$ cat config.mk
export PLATFORM = sky130hd
export DESIGN_NAME = gst_timer
export DESIGN_NICKNAME = d
export VERILOG_FILES = /design/src/gst_pkg.sv /design/src/gst_timer.sv
export SDC_FILE = /design/constraint.sdc
export NUM_CORES = 1
export LEC_CHECK = 0
export ABC_AREA = 1
export BUFFER_PORTS_ARGS = -buffer_cell sky130_fd_sc_hd__clkbuf_2
export CORE_AREA = 2 2 189 191
export CTS_CLUSTER_DIAMETER = 50
export CTS_CLUSTER_SIZE = 40
export DETAILED_ROUTE_END_ITERATION = 8
export DIE_AREA = 0 0 191 193
export GPL_TIMING_DRIVEN = 0
export SETUP_SLACK_MARGIN = 0.15
export SYNTH_ARGS = -nofsm -noshare
export SYNTH_HDL_FRONTEND = slang
export SYNTH_SLANG_ARGS = --single-unit
$ cat constraint.sdc
create_clock -name pclk -period 1.55 [get_ports pclk]
set_clock_uncertainty 0.05 [all_clocks]
set_input_delay 0.0775 -clock pclk [delete_from_list [all_inputs] [get_ports pclk]]
set_output_delay 0.0775 -clock pclk [all_outputs]
set_load 0.01 [all_outputs]
$ cat src/gst_pkg.sv
// constants and types shared by the gated sixteen-bit timer block
package gst_pkg;

  // ----------------------------------------------------------------
  // address map
  // ----------------------------------------------------------------
  localparam int          GST_TMR_N      = 3;
  localparam int          GST_AW         = 8;
  localparam logic [2:0]  GST_INT_PAGE   = 3'h3;
  localparam logic [4:0]  GST_OFF_CTL    = 5'h00;
  localparam logic [4:0]  GST_OFF_GCTL   = 5'h04;
  localparam logic [4:0]  GST_OFF_CNTL   = 5'h08;
  localparam logic [4:0]  GST_OFF_CNTH   = 5'h0C;
  localparam logic [4:0]  GST_OFF_CKPS   = 5'h10;
  localparam logic [4:0]  GST_OFF_GPPS   = 5'h14;
  localparam logic [4:0]  GST_OFF_STAT   = 5'h00;
  localparam logic [4:0]  GST_OFF_MASK   = 5'h04;

  // ----------------------------------------------------------------
  // field layout of timer_control and gate_control
  // ----------------------------------------------------------------
  localparam int          GST_CS_LSB     = 6;
  localparam int          GST_PS_LSB     = 4;
  localparam int          GST_SOSC_BIT   = 3;
  localparam int          GST_SYNC_BIT   = 2;
  localparam int          GST_ON_BIT     = 0;
  localparam int          GST_GE_BIT     = 7;
  localparam int          GST_GPOL_BIT   = 6;
  localparam int          GST_GVAL_BIT   = 2;
  localparam int          GST_GSS_LSB    = 0;
  localparam logic [7:0]  GST_CTL_WMASK  = 8'hFD;
  localparam logic [7:0]  GST_GCTL_WMASK = 8'hC3;
  localparam logic [4:0]  GST_PPS_WMASK  = 5'h1F;

  // ----------------------------------------------------------------
  // reset values and timing counts
  // ----------------------------------------------------------------
  localparam logic [7:0]  GST_CTL_RST    = 8'h00;
  localparam logic [7:0]  GST_GCTL_RST   = 8'h00;
  localparam logic [15:0] GST_CNT_RST    = 16'h0000;
  localparam logic [4:0]  GST_PPS_RST    = 5'h00;
  localparam logic [1:0]  GST_INSTR_DIV  = 2'h3;

  // clock source encodings
  typedef enum logic [1:0] {
    GST_CS_INSTR = 2'h0,
    GST_CS_SYS   = 2'h1,
    GST_CS_PIN   = 2'h2,
    GST_CS_SOSC  = 2'h3
  } gst_cs_t;

  // per-timer state
  typedef struct packed {
    logic [7:0]  ctl;
    logic [7:0]  gctl;
    logic [15:0] cnt;
    logic [4:0]  ckpps;
    logic [4:0]  gpps;
    logic [2:0]  pcnt;
    logic        clk_d;
    logic        clk_d2;
  } gst_tmr_t;

endpackage : gst_pkg

$ cat src/gst_timer.sv
// three gated sixteen-bit timers behind an apb register slave
//
// The register offsets and register access over APB are this design's own decisions.
`timescale 1ns/1ps

// Summary of operation
// - three identical timers, each with own control and count registers.
// - sixteen-bit count, read and written as low and high byte registers.
// - two-bit clock source field picks internal or external clock.
// - prescaler divides selected clock by one, two, four or eight.
// - prescale counter hidden from software; count byte writes clear it.
// - with sync disable set, the external clock skips the extra stage.
// - unsynchronised external clock counts in sleep; overflow wakes.
// - counter overflow sets the timer's interrupt flag.
// - count byte reads return a settled value, even when unsynchronised.
// - mode switch may lose or add one increment.
// - oscillator enable starts low-frequency oscillator; runs in sleep.
// - gate disabled means free counting; gate enable gates counting.
// - gate polarity picks gate level that allows counting.
// - gate open counts on rising clock edge, gate closed holds count.
// - two-bit gate source field picks the gate signal source.
module gst_timer
  import gst_pkg::*;
#(
  parameter int NPIN = 8
) (
  input  wire logic                      pclk,
  input  wire logic                      presetn,
  input  wire logic                      psel,
  input  wire logic                      penable,
  input  wire logic                      pwrite,
  input  wire logic [gst_pkg::GST_AW-1:0] paddr,
  input  wire logic [31:0]               pwdata,
  input  wire logic [3:0]                pstrb,
  output      logic [31:0]               prdata,
  output      logic                      pready,
  output      logic                      pslverr,
  input  wire logic [NPIN-1:0]           pin_in,
  input  wire logic [2:0]                gate_aux,
  input  wire logic                      sleep,
  input  wire logic                      low_freq_osc_in,
  output      logic                      low_freq_osc_out,
  output      logic                      irq,
  output      logic                      wake
);

  import gst_pkg::*;

  // ----------------------------------------------------------------
  // state of the whole block
  // ----------------------------------------------------------------
  typedef struct packed {
    gst_tmr_t [GST_TMR_N-1:0] t;
    logic [GST_TMR_N-1:0]     status;
    logic [GST_TMR_N-1:0]     mask;
    logic [31:0]              prdata;
    logic [NPIN-1:0]          sync1;
    logic [NPIN-1:0]          sync2;
    logic                     sosc1;
    logic                     sosc2;
    logic [1:0]               idiv;
    logic                     osc_out;
  } gst_state_t;

  gst_state_t state_reg;
  gst_state_t state_next;

  // ----------------------------------------------------------------
  // helpers
  // ----------------------------------------------------------------
  // pick one synchronised pin; indexes past the last pin read as zero
  function automatic logic gst_pick(input logic [NPIN-1:0] v,
                                    input logic [4:0]      idx);
    logic r;
    r = 1'b0;
    for (int k = 0; k < NPIN; k++) begin
      if (5'(k) == idx) begin
        r = v[k];
      end
    end
    return r;
  endfunction : gst_pick

  // aligned, mapped register address
  function automatic logic gst_hit(input logic [GST_AW-1:0] a);
    logic       r;
    logic [4:0] o;
    o = a[4:0];
    r = 1'b0;
    if (a[1:0] == 2'h0) begin
      if (a[7:5] < 3'(GST_TMR_N)) begin
        r = (o <= GST_OFF_GPPS);
      end else if (a[7:5] == GST_INT_PAGE) begin
        r = (o == GST_OFF_STAT) || (o == GST_OFF_MASK);
      end
    end
    return r;
  endfunction : gst_hit

  // ----------------------------------------------------------------
  // next-state logic
  // ----------------------------------------------------------------
  always_comb begin
    logic                 wr;
    logic                 rd_setup;
    logic [1:0]           ti;
    logic [4:0]           off;
    logic [7:0]           wb;
    logic                 ck;
    logic                 tick;
    logic                 ext;
    logic                 run;
    logic                 glvl;
    logic                 gok;
    logic [2:0]           pmask;
    logic [16:0]          inc;
    logic [GST_TMR_N-1:0] ovf;
    logic [GST_TMR_N-1:0] gval;
    logic                 osc_on;
    logic [31:0]          rd;
    wr       = psel && penable && pwrite && pstrb[0];
    rd_setup = psel && !penable && !pwrite;
    ti       = paddr[6:5];
    off      = paddr[4:0];
    wb       = pwdata[7:0];
    ck       = 1'b0;
    tick     = 1'b0;
    ext      = 1'b0;
    run      = 1'b0;
    glvl     = 1'b0;
    gok      = 1'b0;
    pmask    = 3'h0;
    inc      = 17'h00000;
    ovf      = '0;
    gval     = '0;
    osc_on   = 1'b0;
    rd       = 32'h00000000;
    state_next = state_reg;

    // two-flop synchronisers on every pin and the oscillator input
    state_next.sync1 = pin_in;
    state_next.sync2 = state_reg.sync1;
    state_next.sosc1 = low_freq_osc_in;
    state_next.sosc2 = state_reg.sosc1;
    // free divider for the instruction-rate internal source
    state_next.idiv  = state_reg.idiv + 2'h1;

    // per-timer counting, all three built alike
    for (int i = 0; i < GST_TMR_N; i++) begin
      osc_on = osc_on | state_reg.t[i].ctl[GST_SOSC_BIT];
      // clock source selection
      case (gst_cs_t'(state_reg.t[i].ctl[GST_CS_LSB +: 2]))
        GST_CS_PIN: begin
          ck  = gst_pick(state_reg.sync2, state_reg.t[i].ckpps);
          ext = 1'b1;
        end
        GST_CS_SOSC: begin
          ck  = state_reg.sosc2 & state_reg.t[i].ctl[GST_SOSC_BIT];
          ext = 1'b1;
        end
        default: begin
          ck  = 1'b0;
          ext = 1'b0;
        end
      endcase
      state_next.t[i].clk_d  = ck;
      state_next.t[i].clk_d2 = state_reg.t[i].clk_d;
      // rising edge of the counting clock; sync mode adds a stage,
      // so flipping the mode shifts the phase by one sample
      if (!ext) begin
        tick = (state_reg.t[i].ctl[GST_CS_LSB +: 2] == GST_CS_SYS)
             || (state_reg.idiv == GST_INSTR_DIV);
      end else if (state_reg.t[i].ctl[GST_SYNC_BIT]) begin
        tick = ck & ~state_reg.t[i].clk_d;
      end else begin
        tick = state_reg.t[i].clk_d & ~state_reg.t[i].clk_d2;
      end
      // only the unsynchronised external clock survives sleep
      run = state_reg.t[i].ctl[GST_ON_BIT]
          && (!sleep || (ext && state_reg.t[i].ctl[GST_SYNC_BIT]));
      // gate source and polarity
      case (state_reg.t[i].gctl[GST_GSS_LSB +: 2])
        2'h0:    glvl = gst_pick(state_reg.sync2, state_reg.t[i].gpps);
        2'h1:    glvl = gate_aux[0];
        2'h2:    glvl = gate_aux[1];
        default: glvl = gate_aux[2];
      endcase
      gval[i] = glvl;
      gok = !state_reg.t[i].gctl[GST_GE_BIT]
          || (glvl == state_reg.t[i].gctl[GST_GPOL_BIT]);
      // prescale: count on the last event of each group
      pmask = 3'((4'h1 << state_reg.t[i].ctl[GST_PS_LSB +: 2]) - 4'h1);
      inc   = {1'b0, state_reg.t[i].cnt} + 17'h00001;
      if (tick && run && gok) begin
        state_next.t[i].pcnt = state_reg.t[i].pcnt + 3'h1;
        if ((state_reg.t[i].pcnt & pmask) == pmask) begin
          state_next.t[i].cnt = inc[15:0];
          ovf[i] = inc[16];
        end
      end
      // register writes win over the increment in the same cycle;
      // software is expected to stop the timer first
      if (wr && paddr[7:5] == 3'(i) && paddr[1:0] == 2'h0) begin
        case (off)
          GST_OFF_CTL: begin
            state_next.t[i].ctl = wb & GST_CTL_WMASK;
          end
          GST_OFF_GCTL: begin
            state_next.t[i].gctl = wb & GST_GCTL_WMASK;
          end
          GST_OFF_CNTL: begin
            state_next.t[i].cnt[7:0] = wb;
            state_next.t[i].pcnt     = 3'h0;
            ovf[i]                   = 1'b0;
          end
          GST_OFF_CNTH: begin
            state_next.t[i].cnt[15:8] = wb;
            state_next.t[i].pcnt      = 3'h0;
            ovf[i]                    = 1'b0;
          end
          GST_OFF_CKPS: begin
            state_next.t[i].ckpps = wb[4:0] & GST_PPS_WMASK;
          end
          GST_OFF_GPPS: begin
            state_next.t[i].gpps = wb[4:0] & GST_PPS_WMASK;
          end
          default: begin
          end
        endcase
      end
    end

    // oscillator amplifier: inverts the synchronised crystal input while
    // enabled; the raw pin never feeds logic, at the cost of three cycles lag
    state_next.osc_out = osc_on & ~state_reg.sosc2;

    // interrupt status and mask; a set in the clearing cycle wins
    state_next.status = state_reg.status;
    if (wr && paddr[7:5] == GST_INT_PAGE) begin
      if (off == GST_OFF_STAT) begin
        state_next.status = state_reg.status & ~pwdata[GST_TMR_N-1:0];
      end else if (off == GST_OFF_MASK) begin
        state_next.mask = pwdata[GST_TMR_N-1:0];
      end
    end
    state_next.status = state_next.status | ovf;

    // read data is captured in the setup phase; the count lives in
    // the bus clock domain, so a byte read is never torn
    if (rd_setup && gst_hit(paddr)) begin
      if (paddr[7:5] == GST_INT_PAGE) begin
        if (off == GST_OFF_STAT) begin
          rd[GST_TMR_N-1:0] = state_reg.status;
        end else begin
          rd[GST_TMR_N-1:0] = state_reg.mask;
        end
      end else begin
        for (int i = 0; i < GST_TMR_N; i++) begin
          if (ti == 2'(i)) begin
            case (off)
              GST_OFF_CTL:  rd[7:0] = state_reg.t[i].ctl;
              GST_OFF_GCTL: begin
                rd[7:0] = state_reg.t[i].gctl;
                rd[GST_GVAL_BIT] = gval[i];
              end
              GST_OFF_CNTL: rd[7:0] = state_reg.t[i].cnt[7:0];
              GST_OFF_CNTH: rd[7:0] = state_reg.t[i].cnt[15:8];
              GST_OFF_CKPS: rd[4:0] = state_reg.t[i].ckpps;
              GST_OFF_GPPS: rd[4:0] = state_reg.t[i].gpps;
              default:      rd = 32'h00000000;
            endcase
          end
        end
      end
      state_next.prdata = rd;
    end else if (rd_setup) begin
      state_next.prdata = 32'h00000000;
    end
  end

  // ----------------------------------------------------------------
  // state register
  // ----------------------------------------------------------------
  always_ff @(posedge pclk or negedge presetn) begin
    if (!presetn) begin
      for (int i = 0; i < GST_TMR_N; i++) begin
        state_reg.t[i].ctl    <= GST_CTL_RST;
        state_reg.t[i].gctl   <= GST_GCTL_RST;
        state_reg.t[i].cnt    <= GST_CNT_RST;
        state_reg.t[i].ckpps  <= GST_PPS_RST;
        state_reg.t[i].gpps   <= GST_PPS_RST;
        state_reg.t[i].pcnt   <= 3'h0;
        state_reg.t[i].clk_d  <= 1'b0;
        state_reg.t[i].clk_d2 <= 1'b0;
      end
      state_reg.status  <= '0;
      state_reg.mask    <= '0;
      state_reg.prdata  <= 32'h00000000;
      state_reg.sync1   <= '0;
      state_reg.sync2   <= '0;
      state_reg.sosc1   <= 1'b0;
      state_reg.sosc2   <= 1'b0;
      state_reg.idiv    <= 2'h0;
      state_reg.osc_out <= 1'b0;
    end else begin
      state_reg <= state_next;
    end
  end

  // ----------------------------------------------------------------
  // outputs
  // ----------------------------------------------------------------
  // zero-wait slave; unmapped or misaligned access answers with error
  assign pready           = 1'b1;
  assign pslverr          = psel && penable && !gst_hit(paddr);
  assign prdata           = state_reg.prdata;
  assign low_freq_osc_out = state_reg.osc_out;
  assign irq              = |(state_reg.status & state_reg.mask);
  // a masked-in overflow during sleep asks the core to wake
  assign wake             = sleep && irq;

endmodule : gst_timer

# Word-level counts from Yosys, hierarchy flattened
# Cells that the tools add are included.
[totals]
latchBits = 0
regBits = 185
rom_bits = 0
in_bits = 62
mem_bits_rw = 0
word_cells = 352
memories = 0
[op_classes]
n_bitwise = 27
shifts = 3
n_eq_ne = 74
n_addsub = 10
magnitude_cmp = 2
reduce_logical = 78
div_mod_pow = 0
mux = 125
mul = 0
[ops]
columns = ["cell", "count"]
rows = [
  ["$mux W32", 4],
  ["$eq A3 B5 Y1 const A", 24],
  ["$mux W29", 4],
  ["$mux W16", 6],
  ["$pmux W5 S6", 3],
  ["$mux W1", 72],
  ["$eq A2 B5 Y1 const A", 12],
  ["$mux W8", 7],
  ["$add A16 B1 Y17 const B", 3],
  ["$mux W24", 2],
  ["$logic_not A5 Y1", 7],
  ["$mux W3", 11],
  ["$eq A1 B5 Y1 const A", 6],
  ["$mux W5", 6],
  ["$pmux W3 S5", 2],
  ["$logic_and A1 B1 Y1", 27],
  ["$reduce_and A2 Y1", 12],
  ["$eq A2 B2 Y1 const B", 11],
  ["$and A3 B3 Y3", 5],
  ["$eq A2 B1 Y1 const B", 7],
  ["$pmux W3 S4", 1],
  ["$and A1 B1 Y1", 10],
  ["$eq A5 B4 Y1 const B", 2],
  ["$eq A5 B5 Y1 const B", 2],
  ["other kinds (27)", 73],
]

# Logic depth before layout (Yosys ltp)
[depth]
word_depth = 19
depth_mapped = 16
mapped_depth_nobuf = 16

# Worst setup path before layout
# OpenSTA, ideal clock, no wires.
[synth_timing]
path_kind = "register to register"
startpoint = "register state_reg[71] (netlist name)"
endpoint = "register state_reg[76] (netlist name)"
slack_ps = -170
path_stages_with_launch = 16
t_required_ps = 1380
arrival_time_ps = 1551
n_path_buf = 1
setup_time_ps = 120
path_cell_list = "dfrtp_1 > inv_2 > nand2_1 > nand3_1 > nand2_1 > nand2_1 > nand3_1 > nand2_1 > nand3_2 > a21oi_4 > nand2_2 > buf_2 > nand2_1 > nand3_1 > o21ai_0 > inv_1"
[synth_lines]
columns = ["item", "line_no", "text"]
rows = [
  ["start, declared", "gst_timer.sv:65", "gst_state_t state_reg;"],
  ["start signal, assigned", "gst_timer.sv:306", "state_reg <= state_next;"],
]

==> flow_summary_export.csv <==
group,metric,value,unit
die,ioPinCount,99,
setup_path,cp.arrival,2300,ps
layout,largest_reg_flops,140,
clock_network,cts_htree_levels,4,
routing,routed_wl,40.20,mm
sta,grt_setup_unrepaired,"true",
clock_network,cts_root_buf,"clkbuf_16",
logic_synthesis,ys_seq_area_share,39.13,%
grt,grt_pass1_vias,10050,
setup_path,cp.required,1830,ps
sta,relSlewSlack,49.24,%
logic_synthesis,synth_area_per_cell,6.919,µm²
routing,ant_nets,0,
power,peakVddDrop,0.0006713,V
grt,grt_max_degree,103,
die,die_area,36860,µm²
clock_network,cts_sinks,161,
power,p_clk_share,47.4,%
logic_synthesis,ys_ff_latch,161,
grt,grtUsageTotal,21.86,%
clock_network,clk_path_buf_depth,2,
power,p_sw_share,26.54,%
layout,drive_above_1_share,30.00,%
logic_synthesis,ys_warn_count,0,
sta,tns,-23820,ps
die,start_util,29.45,%
die,die_w,191,µm
job,cap_viol_max_count,0,
power,pwr-share-comb,8.3,%
grt,antenna_found_initial,0,
power,switchingPower,2.602,mW
clock_network,path_clk_slew,70,ps
setup_path,crit_type,"reg -> reg",
routing,vias_per_cell,5.155,
sta,fmax,496.7,MHz
clock_network,cts_tree,"built",
power,finalPower,9.802,mW
logic_synthesis,synthCells,1488,
sta,period_minus_slack,2013,ps
sta,hold_violations,0,
setup_path,crit_path_start_kind,"register",
setup_path,crit_path_end_kind,"register",
layout,final_common_cell,"nand2_1",
status,status,"finished with violations",
power,seqPwrFrac,44.2,%
layout,layout_common_cells,"400 x nand2_1, 151 x inv_1, 128 x dfrtp_1",
layout,layout.nets,1736,
layout,fin_area,14180,µm²
placement,dpl-instance-area,11460,µm²
grt,grt_overflow,0,
power,intPower,7.200,mW
layout,stdcell_count,2141,
routing,avgRoutedWirePerCell,18.78,µm
placement,hpwlAfterDp,28.04,mm
placement,dp_cells,2019,
routing,vias,11040,
setup_path,cp_max_fo,7,
placement,io_buffers,46,
logic_synthesis,synth.distinct_cells,41,
grt,grt_pass1_wl,60.41,mm
die,std_cell_rows,69,
sta,setup_ws,-463.3,ps
logic_synthesis,synth_area,10300,µm²
placement,routabilityCongestion,0.9764,
routing,drt_iter0_drc,1067,
clock_network,cts_made_buffers,17,
sta,final_max_slew_viol_count,0,
routing,dr.pass1.iters,5,
power,power_density,691.4,nW/µm²
clock_network,clock_latency,450,ps
sta,period_share,129.9,%
sta,tightest_slew,761.5,ps
die,die_y,193,µm
layout,area_delta_synth_final,37.70,%
die,core_area,34960,µm²
sta,finalSetupViolations,62,
worst_hold_path,hp-class,"in -> reg",
routing,drc_errors,0,
layout,post-route-util,40.55,%
power,p_leak,6.446,nW
layout,diodes,0,
status,violations,"setup timing",
-- kinds of logic after synthesis --
| logic type | Yosys count | synth area share, % |
|---|---|---|
| AOI/OAI and AO/OA | 248 | 13.34 |
| DFF | 161 | 39.13 |
| adders and majority gates | 7 | 0.8506 |
| and+or+nand+nor | 765 | 31.81 |
| xor gates and xnor gates | 43 | 3.658 |
| other | 2 | 0.07294 |
| buffers and inverters | 262 | 11.13 |
-- worst max-delay path: stages (launching register included) --
cell	delay [ps]
dfrtp_2	460
a21oi_2	150
o21ai_1	80
nand2_1	90
nand2_2	70
nand3_2	70
nand4_1	150
nand3_4	170
nand3_4	180
buf_8	200
nand2_2	70
nand3_2	50
nand2_1	80
inv_1	40
-- worst paths after layout --
kind,cells past startpoint,start,slack (ps),to
min in group asynchronous,2,presetn,110,state_next[3]
max in group asynchronous,3,presetn,390,state_reg[124]
setup / recovery,13,state_reg[111],-460,state_reg[133]
hold / removal,5,pwdata[4],60,state_reg[172]
hold reg to reg,0,state_next[9],300,state_reg[9]
setup reg to reg,13,state_reg[111],-460,state_reg[133]
-- cell usage after synthesis --
cell type | count | area (µm²)
nor3_1 | 24 | 120.1
o21bai_1 | 2 | 15.01
o211ai_1 | 7 | 52.55
nand3_1 | 158 | 790.8
a21oi_1 | 41 | 205.2
nor4_1 | 6 | 37.54
nor2_2 | 9 | 56.30
clkbuf_1 | 20 | 75.07
xor2_1 | 41 | 359.1
nand3b_1 | 4 | 30.03
o2111ai_1 | 6 | 52.55
dfrtp_1 | 161 | 4029
nor2_1 | 63 | 236.5
a31oi_1 | 3 | 18.77
nand2_1 | 470 | 1764
o22ai_1 | 21 | 131.4
inv_1 | 175 | 656.9
o31ai_1 | 4 | 30.03
ha_1 | 7 | 87.58
a21boi_0 | 2 | 15.01
o21ai_1 | 11 | 55.05
and2_1 | 1 | 6.260
nor4b_1 | 2 | 17.52
or2_0 | 1 | 6.260
conb_1 | 2 | 7.510
buf_2 | 19 | 95.09
nor3_2 | 1 | 10.01
a221oi_1 | 2 | 17.52
buf_6 | 1 | 11.26
nand4_1 | 16 | 100.1
nand3_2 | 6 | 60.06
buf_4 | 35 | 262.8
a21oi_4 | 1 | 16.27
xnor2_1 | 2 | 17.52
o221ai_1 | 5 | 43.79
inv_2 | 10 | 37.54
o21ai_0 | 141 | 705.7
nor2_4 | 3 | 33.78
clkinv_1 | 2 | 7.510
a22oi_1 | 2 | 15.01
nand2_2 | 1 | 6.260
-- power groups by stage --
stage	combinational [mW]	clock (mW)	sequential [mW]
floorplan	0.321	0	4.37
global placement	0.634	0	4.40
detailed placement	0.650	0	4.40
CTS	0.764	4.71	4.33
global route	0.887	4.91	4.34
finish	0.818	4.65	4.33
-- per-layer routing --
layer | share of wire, % | global-route usage (%)
met1 | 43 | 29.70
met2 | 46 | 34.45
met3 | 6.5 | 2.968
met4 | 4.0 | 10.35
met5 | 0 | 0
-- area by class of cell --
type	instances	area, µm²
Buffer	75	621.8
Inverter	187	713.2
Timing Repair Buffer	137	1196
Multi-Input combinational cell	1088	6374
Tap cell	461	576.8
Clock inverter	12	168.9
Clock buffer	20	456.7
Sequential cell	161	4070
Fill cell	3554	20790
-- metrics by stage --
stage | hold WS, ps | setup slack [ps]
floorplan | -268.1 | -163.8
global placement | 135.9 | -3090
detailed placement | 39.27 | -946.0
CTS | 43.12 | -427.3
global route | 110.8 | -564.0
finish | 58.78 | -463.3
-- timing repair --
item                                    in CTS  in global routing
hold buffers                                19                  0
pin swaps                                   70                 57
buffers inserted                            44                 18
endpoints found under the setup margin     121                106
endpoints found under the hold margin       87                  0
cloned                                       8                  1
gates resized for setup                    239                144
Power figures use the tool's default switching activity.
